$ cat config.mk
export PLATFORM = sky130hd
export DESIGN_NAME = hfsm_top
export DESIGN_NICKNAME = d
export VERILOG_FILES = /design/src/hfsm_pkg.sv /design/src/hfsm_top.sv
export SDC_FILE = /design/constraint.sdc
export NUM_CORES = 1
export LEC_CHECK = 0
export CORE_MARGIN = 2
export CORE_UTILIZATION = 55
export CTS_CLUSTER_SIZE = 20
export DETAILED_ROUTE_END_ITERATION = 6
export DONT_BUFFER_PORTS = 1
export GPL_TIMING_DRIVEN = 0
export MAX_ROUTING_LAYER = met4
export PLACE_DENSITY = 0.7
export SYNTH_ARGS = -nofsm -noshare
export SYNTH_HDL_FRONTEND = slang
export SYNTH_SLANG_ARGS = --single-unit
$ cat constraint.sdc
create_clock -name SYS_CLK_IN -period 5.7 [get_ports SYS_CLK_IN]
set_input_delay 1.14 -clock SYS_CLK_IN [delete_from_list [all_inputs] [get_ports SYS_CLK_IN]]
set_output_delay 1.14 -clock SYS_CLK_IN [all_outputs]
set_load 0.01 [all_outputs]
$ cat src/hfsm_pkg.sv
/*
 package of the host functional state machine: command and flag bit positions,
 state codes, timing constants and the command carrier.
 assumes a single 50 MHz internal clock.
*/
package hfsm_pkg;

    // bit positions in host_state_control
    localparam int unsigned BIT_CLOCK_STOP = 7;
    localparam int unsigned BIT_SOFT_RESTART = 5;
    localparam int unsigned BIT_BUS_RESET = 4;
    localparam int unsigned BIT_BUS_IDLE = 3;
    localparam int unsigned BIT_WAKE = 2;
    localparam int unsigned BIT_RUNNING = 1;

    // clock and timing
    localparam int unsigned CLK_HZ = 50_000_000;
    localparam int unsigned SETTLE_MS = 12;
    localparam int unsigned RESUME_MS = 20;
    localparam int unsigned SETTLE_CYC = (CLK_HZ / 1000) * SETTLE_MS;
    localparam int unsigned RESUME_CYC = (CLK_HZ / 1000) * RESUME_MS;
    localparam int unsigned CNT_W = 21;

    // register values
    localparam logic [7:0] CTRL_READ_RESET = 8'h00;
    localparam logic [7:0] CTRL_READ_BLOCKED = 8'h00;
    localparam logic [3:0] PORTS_ALL = 4'hf;
    localparam logic [3:0] PORTS_NONE = 4'h0;

    // one-hot state codes; each equals its flag in host_state_control
    typedef enum logic [7:0] {
        CLOCK_STOPPED_STATE = 8'h80,
        BUS_RESET_STATE = 8'h10,
        BUS_IDLE_STATE = 8'h08,
        WAKE_SIGNALLING_STATE = 8'h04,
        RUNNING_STATE = 8'h02
    } hfsm_state_t;

    typedef struct packed {
        logic clock_stop_command;
        logic soft_restart_command;
        logic bus_reset_command;
        logic bus_idle_command;
        logic wake_signalling_command;
        logic running_command;
    } hfsm_cmd_t;

endpackage

$ cat src/hfsm_top.sv
/*
 host functional state machine: five-state controller with its control register,
 frame-start and batch gating, downstream SE0 / resume drive and clock stop.
 assumes all inputs synchronous to SYS_CLK_IN; RSTN_IN is the power-on reset,
 EXT_RESET_N_IN the sampled master reset pin.
*/
//
// Contract
// - current state reads as one flag: bits 7, 4, 3, 2, 1.
// - a command is a one written to its bit of the control register.
// - control register is unreadable while clocks are stopped.
// - running state enables frame starts and batch processing.
// - running command moves bus reset to running.
// - running command also moves bus idle straight to running.
// - power-on, pin reset or bus reset command force bus reset.
// - bus reset state drives SE0 on all four ports.
// - soft restart, or idle command in running, enters bus idle.
// - idle command during a batch waits for batch completion.
// - soft restart aborts any running batch at once.
// - bus idle disables dispatch and frame starts, clocks keep running.
// - bus idle keeps watching remote wake and the wake command.
// - remote wake or wake command moves bus idle to wake signalling.
// - wake signalling drives resume 20 ms, then enters running alone.
// - clock stop entered only by its command from bus idle.
// - clock stopped state ignores wake and all commands.
// - only the pin reset or power-on reset (RSTN_IN) leaves clock stopped, into bus reset.
// - after power-on or pin reset the block stays disabled 12 ms.
`timescale 1ns/1ns
module hfsm_top
    import hfsm_pkg::*;
#(
    parameter int unsigned SETTLE_CYC_P = SETTLE_CYC,
    parameter int unsigned RESUME_CYC_P = RESUME_CYC
) (
    input wire logic SYS_CLK_IN,
    input wire logic RSTN_IN,
    input wire logic CE_IN,
    input wire logic EXT_RESET_N_IN,
    input wire logic CTRL_WR_IN,
    input wire logic [7:0] CTRL_WDATA_IN,
    input wire logic CTRL_RD_IN,
    output logic [7:0] CTRL_RDATA_OUT,
    input wire logic WAKE_IN,
    input wire logic BATCH_BUSY_IN,
    output logic BATCH_EN_OUT,
    output logic BATCH_ABORT_OUT,
    output logic SOF_EN_OUT,
    output logic [3:0] PORT_SE0_OUT,
    output logic [3:0] PORT_RESUME_OUT,
    output logic CLK_STOP_OUT,
    output logic READY_OUT
);

    hfsm_state_t state_r;
    hfsm_state_t state_nxt;
    hfsm_cmd_t cmd;
    logic [CNT_W-1:0] settle_cnt_r;
    logic [CNT_W-1:0] resume_cnt_r;
    logic idle_pend_r;
    logic idle_pend_nxt;
    logic ready;
    logic wr_ok;
    logic soft_ok;
    logic [7:0] rdata_r;
    logic abort_r;

    assign cmd = '{
        clock_stop_command: CTRL_WDATA_IN[BIT_CLOCK_STOP],
        soft_restart_command: CTRL_WDATA_IN[BIT_SOFT_RESTART],
        bus_reset_command: CTRL_WDATA_IN[BIT_BUS_RESET],
        bus_idle_command: CTRL_WDATA_IN[BIT_BUS_IDLE],
        wake_signalling_command: CTRL_WDATA_IN[BIT_WAKE],
        running_command: CTRL_WDATA_IN[BIT_RUNNING]
    };

    assign ready = (settle_cnt_r == '0);
    // writes count only once settled and with clocks running
    assign wr_ok = CTRL_WR_IN && ready && EXT_RESET_N_IN && (state_r != CLOCK_STOPPED_STATE);
    assign soft_ok = wr_ok && !cmd.bus_reset_command && cmd.soft_restart_command;

    // pll settle window, restarted by the pin reset
    always_ff @(posedge SYS_CLK_IN or negedge RSTN_IN) begin
        if (!RSTN_IN) begin
            settle_cnt_r <= CNT_W'(SETTLE_CYC_P - 1);
        end else if (CE_IN) begin
            if (!EXT_RESET_N_IN) begin
                settle_cnt_r <= CNT_W'(SETTLE_CYC_P - 1);
            end else if (!ready) begin
                settle_cnt_r <= settle_cnt_r - CNT_W'(1);
            end
        end
    end

    // next state; one write may carry several bits, bus reset wins, then soft restart
    always_comb begin
        state_nxt = state_r;
        idle_pend_nxt = idle_pend_r;
        if (!EXT_RESET_N_IN) begin
            state_nxt = BUS_RESET_STATE;
            idle_pend_nxt = 1'b0;
        end else if (!ready || state_r == CLOCK_STOPPED_STATE) begin
            state_nxt = state_r;
        end else if (wr_ok && cmd.bus_reset_command) begin
            state_nxt = BUS_RESET_STATE;
            idle_pend_nxt = 1'b0;
        end else if (soft_ok) begin
            state_nxt = BUS_IDLE_STATE;
            idle_pend_nxt = 1'b0;
        end else begin
            case (state_r)
                BUS_RESET_STATE: begin
                    if (wr_ok && cmd.running_command) begin
                        state_nxt = RUNNING_STATE;
                    end
                end
                RUNNING_STATE: begin
                    if ((wr_ok && cmd.bus_idle_command) || idle_pend_r) begin
                        if (BATCH_BUSY_IN) begin
                            idle_pend_nxt = 1'b1;
                        end else begin
                            state_nxt = BUS_IDLE_STATE;
                            idle_pend_nxt = 1'b0;
                        end
                    end
                end
                BUS_IDLE_STATE: begin
                    if (wr_ok && cmd.running_command) begin
                        state_nxt = RUNNING_STATE;
                    end else if (wr_ok && cmd.clock_stop_command) begin
                        state_nxt = CLOCK_STOPPED_STATE;
                    end else if ((wr_ok && cmd.wake_signalling_command) || WAKE_IN) begin
                        state_nxt = WAKE_SIGNALLING_STATE;
                    end
                end
                WAKE_SIGNALLING_STATE: begin
                    if (resume_cnt_r == '0) begin
                        state_nxt = RUNNING_STATE;
                    end
                end
                default: begin
                    state_nxt = BUS_RESET_STATE;
                end
            endcase
            // anything else written here falls through unchanged
        end
    end

    always_ff @(posedge SYS_CLK_IN or negedge RSTN_IN) begin
        if (!RSTN_IN) begin
            state_r <= BUS_RESET_STATE;
            idle_pend_r <= 1'b0;
        end else if (CE_IN) begin
            state_r <= state_nxt;
            idle_pend_r <= idle_pend_nxt;
        end
    end

    // resume duration; reloaded while outside wake signalling so each entry starts the full 20 ms
    always_ff @(posedge SYS_CLK_IN or negedge RSTN_IN) begin
        if (!RSTN_IN) begin
            resume_cnt_r <= '0;
        end else if (CE_IN) begin
            if (state_r != WAKE_SIGNALLING_STATE) begin
                resume_cnt_r <= CNT_W'(RESUME_CYC_P - 1);
            end else if (resume_cnt_r != '0) begin
                resume_cnt_r <= resume_cnt_r - CNT_W'(1);
            end
        end
    end

    // abort is a one-cycle pulse; the batch engine must drop busy on it
    always_ff @(posedge SYS_CLK_IN or negedge RSTN_IN) begin
        if (!RSTN_IN) begin
            abort_r <= 1'b0;
        end else if (CE_IN) begin
            abort_r <= soft_ok && ready && EXT_RESET_N_IN;
        end
    end

    // read data; stopped clocks give nothing back
    always_ff @(posedge SYS_CLK_IN or negedge RSTN_IN) begin
        if (!RSTN_IN) begin
            rdata_r <= CTRL_READ_RESET;
        end else if (CE_IN && CTRL_RD_IN) begin
            if (state_r == CLOCK_STOPPED_STATE) begin
                rdata_r <= CTRL_READ_BLOCKED;
            end else begin
                rdata_r <= state_r;
            end
        end
    end

    assign CTRL_RDATA_OUT = rdata_r;
    assign BATCH_ABORT_OUT = abort_r;
    assign READY_OUT = ready;
    // gating taken from one-hot state flops; frame start and dispatch also need ready
    assign SOF_EN_OUT = state_r[BIT_RUNNING] && ready;
    assign BATCH_EN_OUT = state_r[BIT_RUNNING] && ready;
    assign PORT_SE0_OUT = state_r[BIT_BUS_RESET] ? PORTS_ALL : PORTS_NONE;
    assign PORT_RESUME_OUT = state_r[BIT_WAKE] ? PORTS_ALL : PORTS_NONE;
    assign CLK_STOP_OUT = state_r[BIT_CLOCK_STOP];

    // checks
    state_flag_a: assert property (@(posedge SYS_CLK_IN) disable iff (!RSTN_IN)
        (CE_IN && CTRL_RD_IN && state_r != CLOCK_STOPPED_STATE) |=>
        (CTRL_RDATA_OUT == $past(state_r)))
        else $error("read flag does not match state");

    stopped_read_a: assert property (@(posedge SYS_CLK_IN) disable iff (!RSTN_IN)
        (CE_IN && CTRL_RD_IN && state_r == CLOCK_STOPPED_STATE) |=> (CTRL_RDATA_OUT == 8'h00))
        else $error("read returned data while clocks stopped");

    sof_gating_a: assert property (@(posedge SYS_CLK_IN) disable iff (!RSTN_IN)
        (SOF_EN_OUT || BATCH_EN_OUT) |-> (state_r == RUNNING_STATE && PORT_RESUME_OUT == 4'h0))
        else $error("frame starts outside running");

    run_cmd_a: assert property (@(posedge SYS_CLK_IN) disable iff (!RSTN_IN)
        (CE_IN && wr_ok && CTRL_WDATA_IN == 8'h02 &&
        (state_r == BUS_RESET_STATE || state_r == BUS_IDLE_STATE)) |=> (state_r == RUNNING_STATE))
        else $error("running command not taken");

    pin_reset_a: assert property (@(posedge SYS_CLK_IN) disable iff (!RSTN_IN)
        (CE_IN && !EXT_RESET_N_IN) |=> (state_r == BUS_RESET_STATE && !READY_OUT))
        else $error("pin reset did not force bus reset");

    se0_drive_a: assert property (@(posedge SYS_CLK_IN) disable iff (!RSTN_IN)
        (state_r == BUS_RESET_STATE) |-> (PORT_SE0_OUT == 4'hf && !SOF_EN_OUT))
        else $error("ports not in SE0 during bus reset");

    soft_abort_a: assert property (@(posedge SYS_CLK_IN) disable iff (!RSTN_IN)
        (CE_IN && soft_ok) |=> (BATCH_ABORT_OUT && state_r == BUS_IDLE_STATE))
        else $error("soft restart did not abort and idle");

    idle_wait_a: assert property (@(posedge SYS_CLK_IN) disable iff (!RSTN_IN)
        (CE_IN && EXT_RESET_N_IN && state_r == RUNNING_STATE && BATCH_BUSY_IN && !wr_ok) |=>
        (state_r == RUNNING_STATE))
        else $error("idle entered during a batch");

    remote_wake_a: assert property (@(posedge SYS_CLK_IN) disable iff (!RSTN_IN)
        (CE_IN && EXT_RESET_N_IN && ready && state_r == BUS_IDLE_STATE && WAKE_IN && !CTRL_WR_IN)
        |=> (state_r == WAKE_SIGNALLING_STATE))
        else $error("remote wake missed in bus idle");

    resume_end_a: assert property (@(posedge SYS_CLK_IN) disable iff (!RSTN_IN)
        (CE_IN && EXT_RESET_N_IN && state_r == WAKE_SIGNALLING_STATE && resume_cnt_r == '0 &&
        !soft_ok && !(wr_ok && cmd.bus_reset_command)) |=> (state_r == RUNNING_STATE))
        else $error("resume did not end in running");

    stop_entry_a: assert property (@(posedge SYS_CLK_IN) disable iff (!RSTN_IN)
        $rose(state_r == CLOCK_STOPPED_STATE) |-> ($past(state_r) == BUS_IDLE_STATE))
        else $error("clock stop entered from wrong state");

    stop_hold_a: assert property (@(posedge SYS_CLK_IN) disable iff (!RSTN_IN)
        (state_r == CLOCK_STOPPED_STATE && EXT_RESET_N_IN) |=> (state_r == CLOCK_STOPPED_STATE))
        else $error("left clock stop without pin reset");

    settle_hold_a: assert property (@(posedge SYS_CLK_IN) disable iff (!RSTN_IN)
        (!READY_OUT) |=> (state_r == BUS_RESET_STATE && !BATCH_ABORT_OUT))
        else $error("activity during pll settle");

    illegal_cmd_a: assert property (@(posedge SYS_CLK_IN) disable iff (!RSTN_IN)
        (CE_IN && EXT_RESET_N_IN && state_r == BUS_RESET_STATE && CTRL_WR_IN &&
        CTRL_WDATA_IN == 8'h84) |=> (state_r == BUS_RESET_STATE))
        else $error("illegal command changed state");

    se0_only_reset_a: assert property (@(posedge SYS_CLK_IN) disable iff (!RSTN_IN)
        (state_r != BUS_RESET_STATE) |-> (PORT_SE0_OUT == 4'h0))
        else $error("SE0 driven outside bus reset");

    resume_drive_a: assert property (@(posedge SYS_CLK_IN) disable iff (!RSTN_IN)
        (state_r == WAKE_SIGNALLING_STATE) |-> (PORT_RESUME_OUT == 4'hf && !SOF_EN_OUT && !BATCH_EN_OUT))
        else $error("resume drive or gating wrong");

    idle_gate_a: assert property (@(posedge SYS_CLK_IN) disable iff (!RSTN_IN)
        (state_r == BUS_IDLE_STATE) |-> (!SOF_EN_OUT && !BATCH_EN_OUT && !CLK_STOP_OUT))
        else $error("bus idle gating wrong");

    run_enable_a: assert property (@(posedge SYS_CLK_IN) disable iff (!RSTN_IN)
        (state_r == RUNNING_STATE && READY_OUT) |-> (SOF_EN_OUT && BATCH_EN_OUT))
        else $error("running without frame starts");

    bus_reset_cmd_a: assert property (@(posedge SYS_CLK_IN) disable iff (!RSTN_IN)
        (CE_IN && wr_ok && cmd.bus_reset_command) |=> (state_r == BUS_RESET_STATE))
        else $error("bus reset command not taken");

    idle_cmd_a: assert property (@(posedge SYS_CLK_IN) disable iff (!RSTN_IN)
        (CE_IN && wr_ok && CTRL_WDATA_IN == 8'h08 && state_r == RUNNING_STATE && !BATCH_BUSY_IN)
        |=> (state_r == BUS_IDLE_STATE))
        else $error("idle command not taken");

    idle_release_a: assert property (@(posedge SYS_CLK_IN) disable iff (!RSTN_IN)
        (CE_IN && EXT_RESET_N_IN && state_r == RUNNING_STATE && idle_pend_r && !BATCH_BUSY_IN &&
        !CTRL_WR_IN) |=> (state_r == BUS_IDLE_STATE))
        else $error("pending idle not taken after batch");

    wake_cmd_a: assert property (@(posedge SYS_CLK_IN) disable iff (!RSTN_IN)
        (CE_IN && wr_ok && CTRL_WDATA_IN == 8'h04 && state_r == BUS_IDLE_STATE)
        |=> (state_r == WAKE_SIGNALLING_STATE))
        else $error("wake command not taken");

    stop_cmd_a: assert property (@(posedge SYS_CLK_IN) disable iff (!RSTN_IN)
        (CE_IN && wr_ok && CTRL_WDATA_IN == 8'h80 && state_r == BUS_IDLE_STATE)
        |=> (state_r == CLOCK_STOPPED_STATE && CLK_STOP_OUT))
        else $error("clock stop command not taken");

    stop_exit_a: assert property (@(posedge SYS_CLK_IN) disable iff (!RSTN_IN)
        (CE_IN && state_r == CLOCK_STOPPED_STATE && !EXT_RESET_N_IN) |=> (state_r == BUS_RESET_STATE))
        else $error("pin reset did not leave clock stop");

    stop_wake_a: assert property (@(posedge SYS_CLK_IN) disable iff (!RSTN_IN)
        (state_r == CLOCK_STOPPED_STATE && EXT_RESET_N_IN && WAKE_IN) |=> (CLK_STOP_OUT))
        else $error("remote wake left clock stop");

    run_ignore_a: assert property (@(posedge SYS_CLK_IN) disable iff (!RSTN_IN)
        (CE_IN && EXT_RESET_N_IN && state_r == RUNNING_STATE && CTRL_WR_IN && !idle_pend_r &&
        CTRL_WDATA_IN == 8'h84) |=> (state_r == RUNNING_STATE))
        else $error("illegal command left running");

    settle_load_a: assert property (@(posedge SYS_CLK_IN) disable iff (!RSTN_IN)
        (CE_IN && !EXT_RESET_N_IN) |=> (settle_cnt_r == CNT_W'(SETTLE_CYC_P - 1)))
        else $error("settle window not restarted");

    ce_freeze_a: assert property (@(posedge SYS_CLK_IN) disable iff (!RSTN_IN)
        (!CE_IN) |=> ($stable(state_r) && $stable(settle_cnt_r)))
        else $error("state moved while clock enable low");

    soft_restart_c: cover property (@(posedge SYS_CLK_IN) disable iff (!RSTN_IN)
        (BATCH_BUSY_IN && soft_ok) ##1 (BATCH_ABORT_OUT));

    run_from_reset_c: cover property (@(posedge SYS_CLK_IN) disable iff (!RSTN_IN)
        (state_r == BUS_RESET_STATE) ##1 (state_r == RUNNING_STATE));

    idle_after_batch_c: cover property (@(posedge SYS_CLK_IN) disable iff (!RSTN_IN)
        (idle_pend_r && BATCH_BUSY_IN) ##[1:20] (state_r == BUS_IDLE_STATE));

    wake_to_run_c: cover property (@(posedge SYS_CLK_IN) disable iff (!RSTN_IN)
        (state_r == WAKE_SIGNALLING_STATE) ##1 (state_r == RUNNING_STATE));

    stop_exit_c: cover property (@(posedge SYS_CLK_IN) disable iff (!RSTN_IN)
        (state_r == CLOCK_STOPPED_STATE) ##1 (state_r == BUS_RESET_STATE));

endmodule // hfsm_top

==> impl_metrics.csv <==
group,metric,value,unit
power_and_ir_drop,powerDensity,238.0,mW/mm²
clock_network,cts_buffers,5,
routing,vias_per_cell,5.653,
floorplan,fp.dieH,79.42,µm
clock_network,clk_pin_slew,0.10,ns
floorplan,ios,37,
run,maxCapViolCount,0,
routing,routed_wl,6134,µm
placed_design,place_congestion,0.8029,
routing,wl_per_cell,15.00,µm
yosys,seq_area_frac_synth,43.76,%
worst_setup_path,cp-startpoint,"settle_cnt_r[0]",
routing,first_pass_iters,4,
clock_network,ctsHtreeMaxLevel,2,
yosys,synth_cells,327,
yosys,async_reset_ff_share,100.0,%
clock_network,cts_max_path_buffers,2,
worst_setup_path,cp-start-kind,"flip-flop",
layout,area.growth.synth_to_final,6.040,%
layout,drive_above_1_share,16.02,%
routing,vias,2312,
floorplan,die_area,0.006307,mm²
clock_network,cts.sinks,54,
worst_setup_path,reg2reg_from,"settle_cnt_r[15]",
timing,period_needed,3.373,ns
timing,relSlewSlack,36.51,%
clock_network,cts_tree,"yes",
clock_network,ctsResizeCount,0,
routing,route.detailed.drc,0,
timing,rsz0062_at_grt,"false",
global_route,grtUsageTotal,21.24,%
yosys,synth_edf_count,0,
placed_design,dpl.hpwl,4444,µm
worst_setup_path,critPathKind,"flip-flop to output pin",
global_route,grt_max_degree,55,
timing,fin_tns_setup,0,ns
yosys,syn_area,0.003128,mm²
floorplan,core,0.005507,mm²
layout,final_common_cell,"dfrtp_1",
placed_design,place_ws,2.437,ns
layout,diodes,0,
power_and_ir_drop,p_leak,0.001270,µW
worst_setup_path,endpoint_kind,"output pin",
timing,hold_violations,0,
global_route,first_global_vias,2209,
yosys,synth.distinct_cells,55,
worst_setup_path,max_stage_delay,0.40,ns
layout,nets,355,
worst_setup_path,arrival,2.23,ns
yosys,ys_warn_count,0,
floorplan,die_w,79.42,µm
power_and_ir_drop,vdd_ir_drop_max,0.0001425,V
routing,drtAntennaViolNets,0,
worst_setup_path,worst_path_max_delay_cell,"nor3_1",
yosys,ys_seq_elements,54,
floorplan,start_util,56.81,%
global_route,grt_pass1_wl,10280,µm
worst_setup_path,crit_required,4.56,ns
timing,worst_pin_slew,0.9437,ns
worst_setup_path,worst-path-max-fanout,6,
timing,fmax,296.5,MHz
timing,fin_skew,0.01079,ns
power_and_ir_drop,total_power,789.4,µW
layout,final_cell_mix,"40 x dfrtp_1, 35 x nand2_1, 32 x nor2_1",
outcome,status,"finished, final reports clean",
clock_network,hold_buffers,0,
yosys,avgSynthCellArea,9.566,µm²
global_route,antenna_found_initial,0,
clock_network,postCtsSetupBuffers,0,
global_route,grt-ovfl-total,0,
timing,final-max-slew-violation-count,0,
timing,worst_slack,2.327,ns
worst_hold_path,hp-class,"primary input to asynchronous set/reset pin",
timing,period_share,59.17,%
placed_design,port_buffers,0,
floorplan,num_rows,27,
clock_network,cts-root-buf,"clkbuf_8",
routing,drt_iter0_markers,150,
placed_design,placed_area,0.003226,mm²
clock_network,clock_latency,0.31,ns
timing,setup_viol,0,
yosys,synth-main-ff-cell,"dfrtp_1",
worst_setup_path,cp_cell_sequence,"inv_1 -> ha_1 -> nor2b_1 -> nand4_1 -> nor3_1 -> and2_1 -> buf_4",
layout,final_util,60.24,%
layout,final_area,0.003317,mm²
[final cells by class]
class / instances / area, µm²
clock buffer: 7 / 86.33
inverter: 8 / 30.03
fill: 492 / 2190
buffer: 21 / 132.6
multi-input combinational: 246 / 1604
sequential: 54 / 1369
tap: 72 / 90.09
clock inverter: 1 / 5.005
[critical path: cells and delay by family (launching register included)]
kind	cells	cell delay, ns
flip-flops	1	0.38
AND/OR/NAND/NOR	4	1.08
buffers and inverters	2	0.30
adder cells (fa/ha/maj)	1	0.17
[per-layer routing]
layer  GRT usage, %  wire length [µm]  up-vias
li1               -                 -     1171
met1          27.57              2977     1097
met2          34.32              2848       39
met3          4.299               259        5
met4          5.690                48        0
met5              -                 0        -
[cells in the mapped netlist, drive strengths merged, types with 6 or more instances]
cell type,n,area [µm²]
nand3,12,65.06
buf,15,110.1
mux2,8,90.08
nor2,32,120.1
o21ai,12,60.06
a21oi,11,55.05
nor3,19,105.1
nor4,14,132.6
and3,6,37.54
nand2,35,131.4
clkbuf,6,22.52
dfstp,14,367.9
dfrtp,40,1001
xnor2,18,157.7
inv,8,30.03
xor2,12,105.1
[where the power goes]
group	total, µW	switching (µW)	internal, µW
combinational	126	68.5	57.0
clock	221	123	98.4
sequential	442	32.6	410
total	789	224	565
[through the flow]
| step | std cells | hold slack (ns) |
|---|---|---|
| finish | 409 | 0.5142 |
| global route | 409 | 0.4941 |
| CTS | 409 | 0.5065 |
| detailed placement | 401 | 0.5001 |
| global placement | 401 | 0.4886 |
| floorplan | 329 | 0.4738 |
[logic make-up after synthesis]
| kind of cell | Yosys count | synth area share, % |
|---|---|---|
| and+or+nand+nor | 157 | 28.56 |
| DFF | 54 | 43.76 |
| AOI/OAI and AO/OA | 44 | 9.560 |
| other | 1 | 0.1199 |
| adders and majority gates | 3 | 1.200 |
| muxes | 9 | 3.200 |
| buffers and inverters | 29 | 5.200 |
| xor gates and xnor gates | 30 | 8.400 |
[flip-flops by register name, summed over array words and instances (netlist names)]
register / cells
state_r: 5
idle_pend_r: 1
CTRL_RDATA_OUT: 5
settle_cnt_r: 21
BATCH_ABORT_OUT: 1
resume_cnt_r: 21
[final timing paths]
check / to / slack, ns / cells after the start
min in group SYS_CLK_IN: settle_cnt_r[4] / 0.51 / 2
max reg2reg: state_r[1] / 2.77 / 7
min: state_r[2] / 0.51 / 0
max: SOF_EN_OUT / 2.33 / 7
min reg2reg: settle_cnt_r[4] / 0.51 / 2
max in group asynchronous: settle_cnt_r[5] / 4.99 / 0
(Power assumes the default switching activity.)
